### config.mk
export PLATFORM = sky130hd
export DESIGN_NAME = cpu_ahb_clock_reset_bridge
export DESIGN_NICKNAME = d
export VERILOG_FILES = /design/src/bridge_pkg.sv /design/src/cpu_ahb_clock_reset_bridge.sv /design/src/sync_stages.sv
export SDC_FILE = /design/constraint.sdc
export NUM_CORES = 1
export LEC_CHECK = 0
export BUFFER_PORTS_ARGS = -buffer_cell sky130_fd_sc_hd__buf_2
export CAP_MARGIN = 20
export CELL_PAD_IN_SITES_DETAIL_PLACEMENT = 1
export CELL_PAD_IN_SITES_GLOBAL_PLACEMENT = 2
export CORE_ASPECT_RATIO = 0.5
export CORE_MARGIN = 4
export CORE_UTILIZATION = 23
export CTS_CLUSTER_SIZE = 16
export DETAILED_ROUTE_END_ITERATION = 6
export PLACE_DENSITY = 0.81
export SLEW_MARGIN = 20
export SYNTH_ARGS = -nofsm -noshare
export SYNTH_HDL_FRONTEND = slang
export SYNTH_SLANG_ARGS = --single-unit
### constraint.sdc
create_clock -name clk -period 1.4 [get_ports clk]
set_input_delay 0.07 -clock clk [delete_from_list [all_inputs] [get_ports clk]]
set_output_delay 0.07 -clock clk [all_outputs]
set_load 0.05 [all_outputs]
### src/bridge_pkg.sv
// shared constants for the core-to-bus bridge with clock and reset conditioning
package bridge_pkg;
  localparam int ADDR_W = 32;
  localparam int DATA_W = 32;
  localparam int SYNC_STAGES = 2;
  localparam int JTAG_W = 4;
  // bus transfer types
  localparam logic [1:0] TRANS_IDLE = 2'h0;
  localparam logic [1:0] TRANS_NONSEQ = 2'h2;
  localparam logic [1:0] TRANS_SEQ = 2'h3;
  // core native transfer type for a coprocessor cycle, never put on the bus
  localparam logic [1:0] CORE_TRANS_COPROC = 2'h1;
  // burst encodings
  localparam logic [2:0] BURST_SINGLE = 3'h0;
  localparam logic [2:0] BURST_INCR = 3'h1;
  // responses
  localparam logic [1:0] RESP_OKAY = 2'h0;
  localparam logic [1:0] RESP_ERROR = 2'h1;
  // upper protection bits: not bufferable, not cacheable
  localparam logic [1:0] PROT_UPPER = 2'h0;
  localparam logic SIZE_UPPER = 1'b0;
  // reset values
  localparam logic [31:0] ADDR_RESET = 32'h0000_0000;
  localparam logic [31:0] DATA_RESET = 32'h0000_0000;
  localparam logic [3:0] JTAG_IDLE = 4'h0;
endpackage

### src/cpu_ahb_clock_reset_bridge.sv
// core-to-bus master bridge with clock divider, reset merge and debug conditioning
`timescale 1ns/1ps
// Behaviour
// RULE1: core native bus becomes bus master port
// RULE2: core and bus clocks from one divider
// RULE3: hardware reset synchronised, watchdog request accepted
// RULE4: bus reset releases on bus clock rise
// RULE5: reset and debug inputs synchronised first; watchdog_timeout_in drives the bus reset merge without a synchroniser
// RULE6: watchdog timeout active high, unconnected reads low
// RULE7: separate active-low watchdog reset output
// RULE8: watchdog reset only on hardware reset
// RULE9: bus request driven, grant accepted
// RULE10: full-width address, type, size, burst, protection, response
// RULE11: core clock enable stalls core
// RULE12: bus reset on either source, one cycle minimum
module cpu_ahb_clock_reset_bridge (
  input wire logic clk,
  input wire logic rst_n,
  input wire logic hardware_reset_n,
  input wire logic watchdog_timeout_in = 1'b0,
  output logic watchdog_reset_out_n,
  output logic core_clock,
  output logic bus_clock,
  output logic bus_reset_n,
  input wire logic [31:0] core_addr,
  input wire logic [1:0] core_trans,
  input wire logic core_write,
  input wire logic [1:0] core_size,
  input wire logic [1:0] core_prot,
  input wire logic core_lock,
  input wire logic [31:0] core_wdata,
  output logic [31:0] core_rdata,
  output logic core_abort,
  output logic core_clock_enable,
  output logic [31:0] haddr,
  output logic [1:0] htrans,
  output logic hwrite,
  output logic [2:0] hsize,
  output logic [2:0] hburst,
  output logic [3:0] hprot,
  output logic hlock,
  output logic [31:0] hwdata,
  output logic hbusreq,
  input wire logic hgrant,
  input wire logic hready,
  input wire logic [1:0] hresp,
  input wire logic [31:0] hrdata,
  input wire logic dbg_trst_n_in,
  input wire logic dbg_tms_in,
  input wire logic dbg_tdi_in,
  input wire logic dbg_tck_in,
  output logic [bridge_pkg::JTAG_W-1:0] core_dbg_jtag,
  input wire logic core_dbg_tdo,
  input wire logic core_dbg_tdo_en_n,
  output logic dbg_tdo_out,
  output logic dbg_tdo_en_n_out
);
  logic hw_rst_sync_n;
  logic next_bus_reset_n;
  logic bus_rise;
  logic core_active;
  logic addr_take;
  logic sources_clear;

  // hardware reset through the synchroniser before use (see RULE3) (see RULE5)
  sync_stages #(.WIDTH(1), .RESET_VALUE(1'b0)) u_rst_sync (
    .clk(clk),
    .rst_n(rst_n),
    .async_in(hardware_reset_n),
    .sync_out(hw_rst_sync_n)
  );

  // debug probe trst, tms, tdi, tck synchronised to the bus domain (see RULE5)
  sync_stages #(.WIDTH(bridge_pkg::JTAG_W), .RESET_VALUE(bridge_pkg::JTAG_IDLE)) u_jtag_sync (
    .clk(clk),
    .rst_n(rst_n),
    .async_in({dbg_trst_n_in, dbg_tms_in, dbg_tdi_in, dbg_tck_in}),
    .sync_out(core_dbg_jtag)
  );

  // decode: bus clock rises on the next edge when it is low now
  assign bus_rise = !bus_clock;
  assign core_active = core_trans[1] && (core_trans != bridge_pkg::CORE_TRANS_COPROC);
  assign addr_take = bus_rise && hready && hgrant && bus_reset_n;
  // either source asserts the bus reset; watchdog input high means timeout
  assign next_bus_reset_n = hw_rst_sync_n && !watchdog_timeout_in; // see RULE12 see RULE6

  // both clocks toggle from one divider so they share every edge (see RULE2)
  always_ff @(posedge clk) begin
    if (!rst_n) begin
      core_clock <= 1'b0;
      bus_clock <= 1'b0;
    end else begin
      core_clock <= !core_clock;
      bus_clock <= !bus_clock;
    end
  end

  // sources must read clear on two edges in a row, so a one-clock pulse
  // still holds the bus reset for a whole bus period (see RULE12)
  always_ff @(posedge clk) begin
    if (!rst_n) begin
      sources_clear <= 1'b0;
    end else begin
      sources_clear <= next_bus_reset_n;
    end
  end

  // assert at once, release only with a bus clock rise (see RULE4) (see RULE12)
  always_ff @(posedge clk) begin
    if (!rst_n) begin
      bus_reset_n <= 1'b0;
    end else if (!next_bus_reset_n) begin
      bus_reset_n <= 1'b0;
    end else if (bus_rise && sources_clear) begin
      bus_reset_n <= 1'b1;
    end
  end

  // watchdog reset follows hardware reset only (see RULE7) (see RULE8)
  always_ff @(posedge clk) begin
    if (!rst_n) begin
      watchdog_reset_out_n <= 1'b0;
    end else begin
      watchdog_reset_out_n <= hw_rst_sync_n;
    end
  end

  // address phase taken from the core on every ready bus rise; transfer type stays idle unless granted (see RULE1) (see RULE10)
  always_ff @(posedge clk) begin
    if (!rst_n || !bus_reset_n) begin
      haddr <= bridge_pkg::ADDR_RESET;
      htrans <= bridge_pkg::TRANS_IDLE;
      hwrite <= 1'b0;
      hsize <= '0;
      hburst <= bridge_pkg::BURST_SINGLE;
      hprot <= '0;
      hlock <= 1'b0;
    end else if (bus_rise && hready) begin
      haddr <= core_addr;
      htrans <= addr_take && core_active ? core_trans : bridge_pkg::TRANS_IDLE;
      hwrite <= core_write;
      hsize <= {bridge_pkg::SIZE_UPPER, core_size};
      hburst <= core_trans == bridge_pkg::TRANS_SEQ ? bridge_pkg::BURST_INCR
                                                     : bridge_pkg::BURST_SINGLE;
      hprot <= {bridge_pkg::PROT_UPPER, core_prot};
      hlock <= core_lock;
    end
  end

  // request while the core wants the bus (see RULE9)
  always_ff @(posedge clk) begin
    if (!rst_n || !bus_reset_n) begin
      hbusreq <= 1'b0;
    end else if (bus_rise) begin
      hbusreq <= core_active;
    end
  end

  // data phase: write data out, read data and error back to the core
  always_ff @(posedge clk) begin
    if (!rst_n || !bus_reset_n) begin
      hwdata <= bridge_pkg::DATA_RESET;
      core_rdata <= bridge_pkg::DATA_RESET;
      core_abort <= 1'b0;
    end else if (bus_rise) begin
      if (hready) begin
        hwdata <= core_wdata;
        core_rdata <= hrdata;
      end
      core_abort <= hready && (hresp == bridge_pkg::RESP_ERROR); // see RULE10
    end
  end

  // stall the core while the bus extends a transfer or is not granted (see RULE11)
  always_ff @(posedge clk) begin
    if (!rst_n) begin
      core_clock_enable <= 1'b0;
    end else if (bus_rise) begin
      core_clock_enable <= bus_reset_n && hready && (hgrant || !core_active);
    end
  end

  // debug return path registered toward the probe
  always_ff @(posedge clk) begin
    if (!rst_n) begin
      dbg_tdo_out <= 1'b0;
      dbg_tdo_en_n_out <= 1'b1;
    end else begin
      dbg_tdo_out <= core_dbg_tdo;
      dbg_tdo_en_n_out <= core_dbg_tdo_en_n;
    end
  end

  // checks on clock, reset and bus behaviour
  AST_CLK_MATCH: assert property (@(posedge clk) disable iff (!rst_n) // see RULE2
    core_clock == bus_clock) else $error("core and bus clock differ");
  AST_CLK_TOGGLE: assert property (@(posedge clk) disable iff (!rst_n) // see RULE2
    rst_n |=> bus_clock != $past(bus_clock)) else $error("bus clock did not toggle");
  AST_RST_RELEASE: assert property (@(posedge clk) disable iff (!rst_n) // see RULE4
    $rose(bus_reset_n) |-> $rose(bus_clock)) else $error("bus reset released off a rise");
  AST_HW_RST: assert property (@(posedge clk) disable iff (!rst_n) // see RULE3
    !hw_rst_sync_n |=> !bus_reset_n) else $error("hardware reset not applied");
  AST_HW_SYNC: assert property (@(posedge clk) disable iff (!rst_n) // see RULE5
    !hardware_reset_n ##1 !hardware_reset_n |=> !hw_rst_sync_n)
    else $error("reset sync latency wrong");
  AST_JTAG_SYNC: assert property (@(posedge clk) disable iff (!rst_n) // see RULE5
    dbg_tms_in ##1 dbg_tms_in |=> core_dbg_jtag[2]) else $error("tms sync latency wrong");
  AST_WDOG_RST: assert property (@(posedge clk) disable iff (!rst_n) // see RULE12
    watchdog_timeout_in |=> !bus_reset_n[*2]) else $error("watchdog reset too short");
  AST_WDOG_OUT: assert property (@(posedge clk) disable iff (!rst_n) // see RULE8
    watchdog_timeout_in && hw_rst_sync_n |=> watchdog_reset_out_n)
    else $error("watchdog reset itself");
  AST_WDOG_HW: assert property (@(posedge clk) disable iff (!rst_n) // see RULE7
    !hw_rst_sync_n |=> !watchdog_reset_out_n) else $error("watchdog reset missed");
  AST_STALL: assert property (@(posedge clk) disable iff (!rst_n) // see RULE11
    bus_rise && !hready |=> !core_clock_enable ##1 !core_clock_enable)
    else $error("core not stalled");
  AST_BUSREQ: assert property (@(posedge clk) disable iff (!rst_n || !bus_reset_n) // see RULE9
    bus_rise && core_active |=> hbusreq) else $error("no bus request");
  AST_ADDR: assert property (@(posedge clk) disable iff (!rst_n) // see RULE1
    addr_take && next_bus_reset_n && core_active |=> haddr == $past(core_addr) && htrans[1])
    else $error("address phase not passed");
  AST_ABORT: assert property (@(posedge clk) disable iff (!rst_n) // see RULE10
    $rose(core_abort) |-> $past(hresp) == bridge_pkg::RESP_ERROR) else $error("spurious abort");

  COV_WDOG: cover property (@(posedge clk) disable iff (!rst_n)
    watchdog_timeout_in ##1 !bus_reset_n && watchdog_reset_out_n);
  COV_RELEASE: cover property (@(posedge clk) disable iff (!rst_n) $rose(bus_reset_n));
  COV_XFER: cover property (@(posedge clk) disable iff (!rst_n)
    addr_take && core_active ##2 hready);
  COV_ERROR: cover property (@(posedge clk) disable iff (!rst_n) $rose(core_abort));
endmodule

### src/sync_stages.sv
// two-flop synchroniser, one per bit
`timescale 1ns/1ps
module sync_stages #(
  parameter int WIDTH = 1,
  parameter logic [WIDTH-1:0] RESET_VALUE = '0
) (
  input wire logic clk,
  input wire logic rst_n,
  input wire logic [WIDTH-1:0] async_in,
  output logic [WIDTH-1:0] sync_out
);
  logic [WIDTH-1:0] meta;

  // first stage is read only by the second
  always_ff @(posedge clk) begin
    if (!rst_n) begin
      meta <= RESET_VALUE;
      sync_out <= RESET_VALUE;
    end else begin
      meta <= async_in;
      sync_out <= meta;
    end
  end
endmodule

Word-level counts from Yosys, hierarchy flattened
Index checks and enable logic that the tools add are counted.
- bits in registers: 127
- bits of input ports: 118
- output and inout bits: 123
- word-level logic and storage cells: 49
- eq/ne operators: 3
- multiplexer cells: 2
- bitwise gates (word level): 1
- reduce and logical (&&, ||, !) cells: 20
- operator list (kind ; number):
    1-bit logical AND ; 10
    1-bit zero test ; 6
    2-bit AND reduction ; 2
    2-bit by 1-bit == test with 1-bit output, second input constant ; 1
    2-bit == test, second input constant ; 1
    1-bit logical OR ; 2
    2-bit two-way mux ; 1
    2-bit by 1-bit != test with 1-bit output, second input constant ; 1
    1-bit two-way mux ; 1
    1-bit NOT ; 1

Logic depth before layout (Yosys ltp)
Gate-level depths: netlist of run 1.
- depth in word-level cells: 6
- gate-level depth with buffers: 6

By module
From an unflattened synthesis of run 1, not the netlist that was laid out.
- cell total of the unflattened synthesis: 512
- area, all modules: 4413.0 um^2
- by module, submodules not included (module ; instances ; cells each ; area an instance (um^2) ; seq. area each (um^2)):
    cpu_ahb_clock_reset_bridge ; 1 ; 492 ; 4150.2 ; 2302.2
    sync_stages at u_jtag_sync ; 1 ; 16 ; 210.2 ; 160.2
    sync_stages at u_rst_sync ; 1 ; 4 ; 52.6 ; 40.0

Least setup slack after synthesis of run 1
Ideal clock, no wire load.
- path kind: reg2reg
- from: register bus_clock
- to: register core_rdata[0]
- setup time: 0.071 ns
- data arrival time: 1.481 ns
- required time: 1.329 ns
- path slack: -0.152 ns
- stages on the path, launching flop included: 7
- path buffers: 3
- cell sequence: dfxtp_1 -> nand2b_1 -> buf_4 -> buf_6 -> buf_8 -> nand2_2 -> a21oi_2
- cells in the longest elaborated chain, start to end: 2
- ends and longest elaborated chain (what ; RTL line ; RTL):
    start, declared ; cpu_ahb_clock_reset_bridge.sv:23 ; output logic bus_clock,
    start signal, assigned ; cpu_ahb_clock_reset_bridge.sv:95 ; bus_clock <= !bus_clock;
    1-bit NOT (no source line) ; -- ;
    2-bit AND reduction (no source line) ; -- ;
    end signal, assigned ; cpu_ahb_clock_reset_bridge.sv:164 ; core_rdata <= bridge_pkg::DATA_RESET;
    end signal, assigned ; cpu_ahb_clock_reset_bridge.sv:169 ; core_rdata <= hrdata;
    end, declared ; cpu_ahb_clock_reset_bridge.sv:32 ; output logic [31:0] core_rdata,
Every way passes these cells.
A chain may end at the register's enable or synchronous reset.

Final worst setup path of run 1
- from: register bus_clock
- to: register haddr[15]
- cells in the longest elaborated chain, start to end: 2
- ends and longest elaborated chain (what ; RTL line ; RTL):
    1-bit zero test ; cpu_ahb_clock_reset_bridge.sv:82 ; assign bus_rise = !bus_clock;
    1-bit logical AND ; cpu_ahb_clock_reset_bridge.sv:139 ; end else if (bus_rise && hready) begin
    end signal, assigned ; cpu_ahb_clock_reset_bridge.sv:132 ; haddr <= bridge_pkg::ADDR_RESET;
    end signal, assigned ; cpu_ahb_clock_reset_bridge.sv:140 ; haddr <= core_addr;
    end, declared ; cpu_ahb_clock_reset_bridge.sv:35 ; output logic [31:0] haddr,
Every way passes these cells.

==> summary.md, run 1 <==
| Metric | Value |
|---|---|
| Final hold vios | `0` |
| Post-Synth XOR/XNOR Area | `0%` |
| Post-synthesis sequential area ratio | `58.1%` |
| Clock power share | `47.7%` |
| Synthesis Warnings | `0` |
| Largest net degree at the start of global routing | `69` |
| CTS root buffer | `clkbuf_16` |
| Synth Area in Adders | `0%` |
| Status | `complete, no violations` |
| Total Routing Usage GR | `15.9%` |
| Share of layout cells above drive strength 1 | `35.1%` |
| Main combinational cell family by area after synthesis | `simple AND/OR/NAND/NOR gates` |
| Drt via density | `4.21` |
| Pleak | `3.33 nW` |
| Clk buf depth | `2` |
| Mapped Cells | `513` |
| Worst EP arrival | `1.63 ns` |
| Sw frac | `25.6%` |
| Worst path required time | `1.71 ns` |
| Core area | `18,400 µm²` |
| Worst path bufs/invs | `1` |
| Final setup fails | `0` |
| GPL Wtd Cong | `0.739` |
| RR Startpoint | `bus_clock$_SDFF_PN0_` |
| Final WS setup | `0.0759 ns` |
| Met3 routed WL | `579 µm` |
| CTS Buf Count | `17` |
| Critical hold path startpoint | `hready` |
| R2r setup slk | `0.08 ns` |
| Clk Latency, worst-skew pair | `0.41 ns` |
| Hold Path Stages | `4` |
| Max-slew violation count | `0` |
| Seq pwr share | `42.4%` |
| DRC violations left | `0` |
| Comb pwr share | `9.9%` |
| Post_cts resized | `0` |
| Int Power | `6.31 mW` |
| Final critical-path share of the clock period | `94.6%` |
| Worst Hold End | `hlock$_SDFFE_PP0P_` |
| Slowest-stage cell, CP | `dfxtp_2` |
| Dpl cells | `962` |
| RSZ-0062 raised after global routing | `no` |
| PortBufs | `235` |
| Area Overhead vs Synth | `73.5%` |
| Setup TNS | `0 ns` |
| Crit path launch type | `flop` |
| Peak supply drop | `843 µV` |
| Switching pwr | `2.17 mW` |
| Ports | `241` |
| Leading cell type in the layout, fill and taps excluded | `buf_2` |
| RR Endpoint | `haddr[15]$_SDFFE_PP0P_` |
| Drt pass-1 iters | `4` |
| Mux share of post-synthesis cell area | `0.232%` |
| Most frequent cells in the layout | `buf_2 (235), nand2_1 (198), dfxtp_1 (123), dlygate4sd3_1 (116), a21oi_1 (96)` |
| CTS tree | `yes` |
| Post-Synth Simple-Gate Area | `22.1%` |
| Mean Syn Cell Area | `8.40 µm²` |
| Placement Setup Slack | `0.121 ns` |
| HPWL Detailed | `10,600 µm` |
| Worst-path clk slew | `0.06 ns` |
| Synthesized area | `4310 µm²` |
| Crit path cell chain | `nand2b_4 -> buf_12 -> nand2_1 -> a21oi_1` |
| Rows | `35` |
| Fin nets | `978` |
| First-pass GRT wire length | `27,100 µm` |
| CTS HTree Levels | `4` |
| Max Cap Viol | `0` |
| Crit end category | `flop` |
| Tmin final | `1.32 ns` |
| Final hold slack | `0.132 ns` |
| Antenna-violating nets left | `0` |
| Reg2Reg Depth | `4` |
| Fmax | `755 MHz` |
| Area post-placement | `5750 µm²` |
| Critical path class | `reg -> reg` |
| Design area | `7480 µm²` |
| Detailed-routed wire length on met2 | `8940 µm` |
| Worst hold-check path type | `in -> reg` |
| WL final | `16,800 µm` |
| Avg WL per Cell | `15.0 µm` |
| CP Max Fanout | `23` |
| Setup skew after layout | `0.0101 ns` |
| Die area | `21,100 µm²` |
| Compound-cell area share of the yosys netlist | `13.6%` |
| TritonCTS Sinks | `125` |
| FF+latch count, synth | `125` |
| Vias in the first global route | `5,166` |
| Total global routing overflow | `0` |
| CP max stage delay | `0.44 ns` |
| Die Height | `105 µm` |
| Vias | `4,687` |
| Violation count after the first detailed-route iteration | `108` |
| Unique cell type count in the Yosys netlist | `23` |
| Initial Utilization | `23.4%` |
| Cell family with most CP delay | `flip-flops` |
| Die W | `202 µm` |
| Fin cells | `1,114` |
| M1 WL | `6560 µm` |
| Initial antenna violation count | `1` |
| Top routing layer in use | `met4` |
| Cell Pwr Density | `1130 nW/µm²` |
[layout make-up]
class,count,area (µm²)
well taps,240,300
repair buffers,365,2530
inverters,3,11.3
clock buffers,17,425
clock inverters,15,115
fillers,2242,10900
multi-input cells,348,1590
flip-flops and latches,125,2500
diodes,1,2.50
[worst max path at each step]
stage	start	depth (start not counted)	endpoint	slack, ns
after floorplan	bus_clock$_SDFF_PN0_	6	core_rdata[0]$_SDFFE_PP0P_	0.07
after global placement	bus_clock$_SDFF_PN0_	4	core_rdata[9]$_SDFFE_PP0P_	0.18
after detailed placement	bus_clock$_SDFF_PN0_	4	core_rdata[3]$_SDFFE_PP0P_	0.12
after CTS	bus_clock$_SDFF_PN0_	4	core_rdata[3]$_SDFFE_PP0P_	0.09
after global routing	bus_clock$_SDFF_PN0_	4	haddr[15]$_SDFFE_PP0P_	0.01
final	bus_clock$_SDFF_PN0_	4	haddr[15]$_SDFFE_PP0P_	0.08
[metrics by stage]
| step | utilization (%) | power [mW] |
|---|---|---|
| 3_5_place_dp | 31.3 | 4.23 |
| 5_1_grt | 40.7 | 8.91 |
| 3_3_place_gp | 31.3 | 4.22 |
| 4_1_cts | 40.5 | 8.62 |
| 2_1_floorplan | - | 3.98 |
| 6_report | 40.7 | 8.48 |
[routing by layer]
layer  global-route usage, %  vias to the layer above
li1                        -                     2325
met1                    16.6                     2206
met2                    30.2                      113
met3                    3.50                       43
met4                    7.60                        0
met5                       0                        -
[sequential cells by signal, summed over array words and instances (netlist names), 2 cells and up]
name,count
core_rdata,32
hprot,2
u_jtag_sync.meta,4
u_jtag_sync.sync_out,4
htrans,2
haddr,32
hsize,2
hwdata,32
[worst min-delay path, delay by kind of cell]
family | cells | cell delay [ns]
AND/OR/NAND/NOR | 2 | 0.24
buffers and inverters | 1 | 0.11
AO/OA/AOI/OAI | 1 | 0.05
[cell usage after synthesis]
library cell  instances  area (µm²)
clkbuf_1             13        48.8
a21oi_1              96         480
buf_2                12        60.1
mux2i_1               1        10.0
o31ai_1               1        7.51
nor2b_1               4        25.0
nand4_1               1        6.26
buf_6                 4        45.0
and2_1               11        68.8
nor3_1                1        5.00
conb_1                1        3.75
buf_1                 2        7.51
a32oi_1               1        8.76
buf_4                 9        67.6
dfxtp_1             125        2500
nand2_2              10        62.6
buf_8                 1        15.0
nand2b_1              2        12.5
nor2_1                3        11.3
nand2_1             199         747
a21oi_2              10        87.6
inv_1                 3        11.3
nand3_1               3        15.0
[power by group through the flow]
stage                     registers [mW]  logic (mW)  clock network [mW]
after floorplan                     3.71       0.271                   0
after global placement              3.67       0.557                   0
after detailed placement            3.67       0.564                   0
after CTS                           3.59       0.825                4.21
after global routing                3.59       0.915                4.40
final                               3.59       0.841                4.04
[repair_timing]
| item | CTS | global route |
|---|---|---|
| endpoints found under the setup margin | 0 | 2 |
| endpoints found under the hold margin | 116 | 0 |
| setup buffers | 0 | 3 |
| hold buffers | 116 | 0 |
[cells by family after synthesis]
group / Yosys count
AO/OA/AOI/OAI: 108
other: 1
flip-flops: 125
buffers and inverters: 44
multiplexers: 1
AND/OR/NAND/NOR: 234
Note: power is estimated with default switching activity, not from simulation.
==> run 2: changes to the inputs <==
==> constraint.sdc (replaced) <==
create_clock -name clk -period 1.4 [get_ports clk]
set_input_delay 0.35 -clock clk [delete_from_list [all_inputs] [get_ports clk]]
set_output_delay 0.35 -clock clk [all_outputs]
set_load 0.05 [all_outputs]
==> run 2 against run 1 <==
  * Worst setup slack got worse by 0.036 ns
  * Register-to-register slack improved by 0.17 ns
  * Fmax fell by 2.6%
  * Non-clock buffer count fell by 121
  * Flip-flop and latch count did not move
  * Largest power group unchanged
  * Die area did not move
  * Global-route usage fell by 2.2 points
  * Sequential share of layout area rose by 5.0 points
  * Clock skew fell by 0.0017 ns
  * Critical path type is now reg -> out
==> summary.md, run 2 (same netlist as run 1, synthesis figures left out) <==
| Metric | Value |
|---|---|
| Die area | `21,100 µm²` |
| Status | `complete, no violations` |
| Cell family with most CP delay | `flip-flops` |
| Fin nets | `857` |
| Worst path required time | `1.05 ns` |
| WL final | `14,700 µm` |
| Initial antenna violation count | `1` |
| Initial Utilization | `23.4%` |
| Total global routing overflow | `0` |
| Post-CTS Setup Repair Bufs | `0` |
| Most frequent cells in the layout | `nand2_1 (198), buf_2 (170), dfxtp_1 (123), a21oi_1 (96), clkbuf_4 (53)` |
| Share of layout cells above drive strength 1 | `40.0%` |
| CTS HTree Levels | `4` |
| Pleak | `2.81 nW` |
| Final critical-path share of the clock period | `97.2%` |
| PortBufs | `235` |
| Total Routing Usage GR | `13.7%` |
| Final Core Density | `35.3%` |
| HPWL Detailed | `10,600 µm` |
| Critical path class | `reg -> out` |
| Clk Latency, worst-skew pair | `0.41 ns` |
| Peak supply drop | `846 µV` |
| RSZ-0062 raised after global routing | `no` |
| TritonCTS Sinks | `125` |
| Area Overhead vs Synth | `50.8%` |
| Setup TNS | `0 ns` |
| Drt via density | `4.18` |
| RR Endpoint | `haddr[17]$_SDFFE_PP0P_` |
| Rows | `35` |
| Worst path bufs/invs | `1` |
| Tmin final | `1.36 ns` |
| Core area | `18,400 µm²` |
| Die W | `202 µm` |
| DRC violations left | `0` |
| Cell Pwr Density | `1320 nW/µm²` |
| Detailed-routed wire length on met2 | `8010 µm` |
| Clk buf depth | `2` |
| Max-slew violation count | `0` |
| Vias | `4,149` |
| Largest net degree at the start of global routing | `65` |
| GPL Wtd Cong | `0.730` |
| Worst EP arrival | `1.01 ns` |
| CTS tree | `yes` |
| Crit path cell chain | `buf_2` |
| R2r setup slk | `0.25 ns` |
| RR Startpoint | `bus_clock$_SDFF_PN0_` |
| Setup skew after layout | `0.00842 ns` |
| Avg WL per Cell | `14.8 µm` |
| CTS root buffer | `clkbuf_16` |
| Hold Buf Count CTS | `0` |
| Ports | `241` |
| Biggest regs | `core_rdata x32, haddr x32, hwdata x32` |
| Crit. path cell count | `1` |
| Leading cell type in the layout, fill and taps excluded | `nand2_1` |
| M1 WL | `5770 µm` |
| Final setup fails | `0` |
| Worst hold-check path type | `in -> reg` |
| Crit path launch type | `flop` |
| CP max stage delay | `0.33 ns` |
| Fmax | `735 MHz` |
| Top routing layer in use | `met4` |
| Die Height | `105 µm` |
| Slowest-stage cell, CP | `dfxtp_1` |
| Fill cells | `2,230` |
| First-pass GRT wire length | `23,000 µm` |
| CP endpoint | `haddr[5]` |
| CTS Buf Count | `17` |
| CP Max Fanout | `2` |
| Dpl cells | `960` |
| Worst-path clk slew | `0.06 ns` |
| Vias in the first global route | `4,259` |
| Violation count after the first detailed-route iteration | `129` |
| Reg2Reg Depth | `4` |
| Crit path from | `haddr[5]$_SDFFE_PP0P_` |
| Crit end category | `primary output` |
| Final hold vios | `0` |
| Max Cap Viol | `0` |
| Drt pass-1 iters | `4` |
| Antenna-violating nets left | `0` |
| Met3 routed WL | `622 µm` |
| Fin cells | `993` |
-- run 2: changes by cell type in the layout (fill, tap and decap cells not counted), sizes merged --
cell and delta:
dlygate4sd3 -116, buf -58, clkbuf +54, clkinv -4
inv +1, bufinv +2
-- run 2: layout make-up --
class | instances | area [µm²] | share of cell area, %
Tap cell | 240 | 300 | 4.62
Timing Repair Buffer | 244 | 1490 | 23.0
Inverter | 3 | 11.3 | 0.173
Multi-Input combinational cell | 348 | 1590 | 24.4
Antenna cell | 1 | 2.50 | 0.0385
Clock inverter | 14 | 159 | 2.44
Sequential cell | 125 | 2500 | 38.5
Clock buffer | 18 | 439 | 6.76
-- run 2: metal layers --
layer,global-route usage (%),vias up
li1,-,2080
met2,25.6,84
met3,3.97,17
met5,0,-
met1,14.7,1968
met4,4.68,0
-- run 2: repair_timing --
item / in CTS / in global routing
endpoints found under the hold margin: 0 / 0
setup endpoints to repair: 12 / 53
gates resized for setup: 12 / 53
-- run 2: power breakdown --
group	total [mW]	switching [mW]	internal, mW
registers	3.59	0.00856	3.58
logic	0.556	0.336	0.221
clock network	4.45	1.74	2.71
-- run 2: worst min path at each step --
stage,to,depth (start not counted),from
final,dbg_tdo_en_n_out$_SDFF_PN1_,2,core_dbg_tdo_en_n
after global routing,bus_reset_n$_SDFFE_PN0P_,2,watchdog_timeout_in
after CTS,dbg_tdo_en_n_out$_SDFF_PN1_,2,core_dbg_tdo_en_n
after detailed placement,core_clock$_SDFF_PN0_,1,core_clock$_SDFF_PN0_
after global placement,core_clock$_SDFF_PN0_,1,core_clock$_SDFF_PN0_
after floorplan,u_jtag_sync.sync_out[0]$_SDFF_PN0_,1,u_jtag_sync.meta[0]$_SDFF_PN0_
-- run 2: metrics by stage --
stage          setup WS (ns)  hold slack [ns]  instance area [µm²]  power (mW)
5_1_grt             0.000554            0.105                 6500        8.99
3_5_place_dp          0.0662            0.407                 5740        4.23
6_report              0.0398            0.130                 6500        8.59
4_1_cts             0.000150            0.106                 6360        8.74
2_1_floorplan         0.0681            0.412                 4330        3.98
3_3_place_gp           0.117            0.399                 5740        4.22
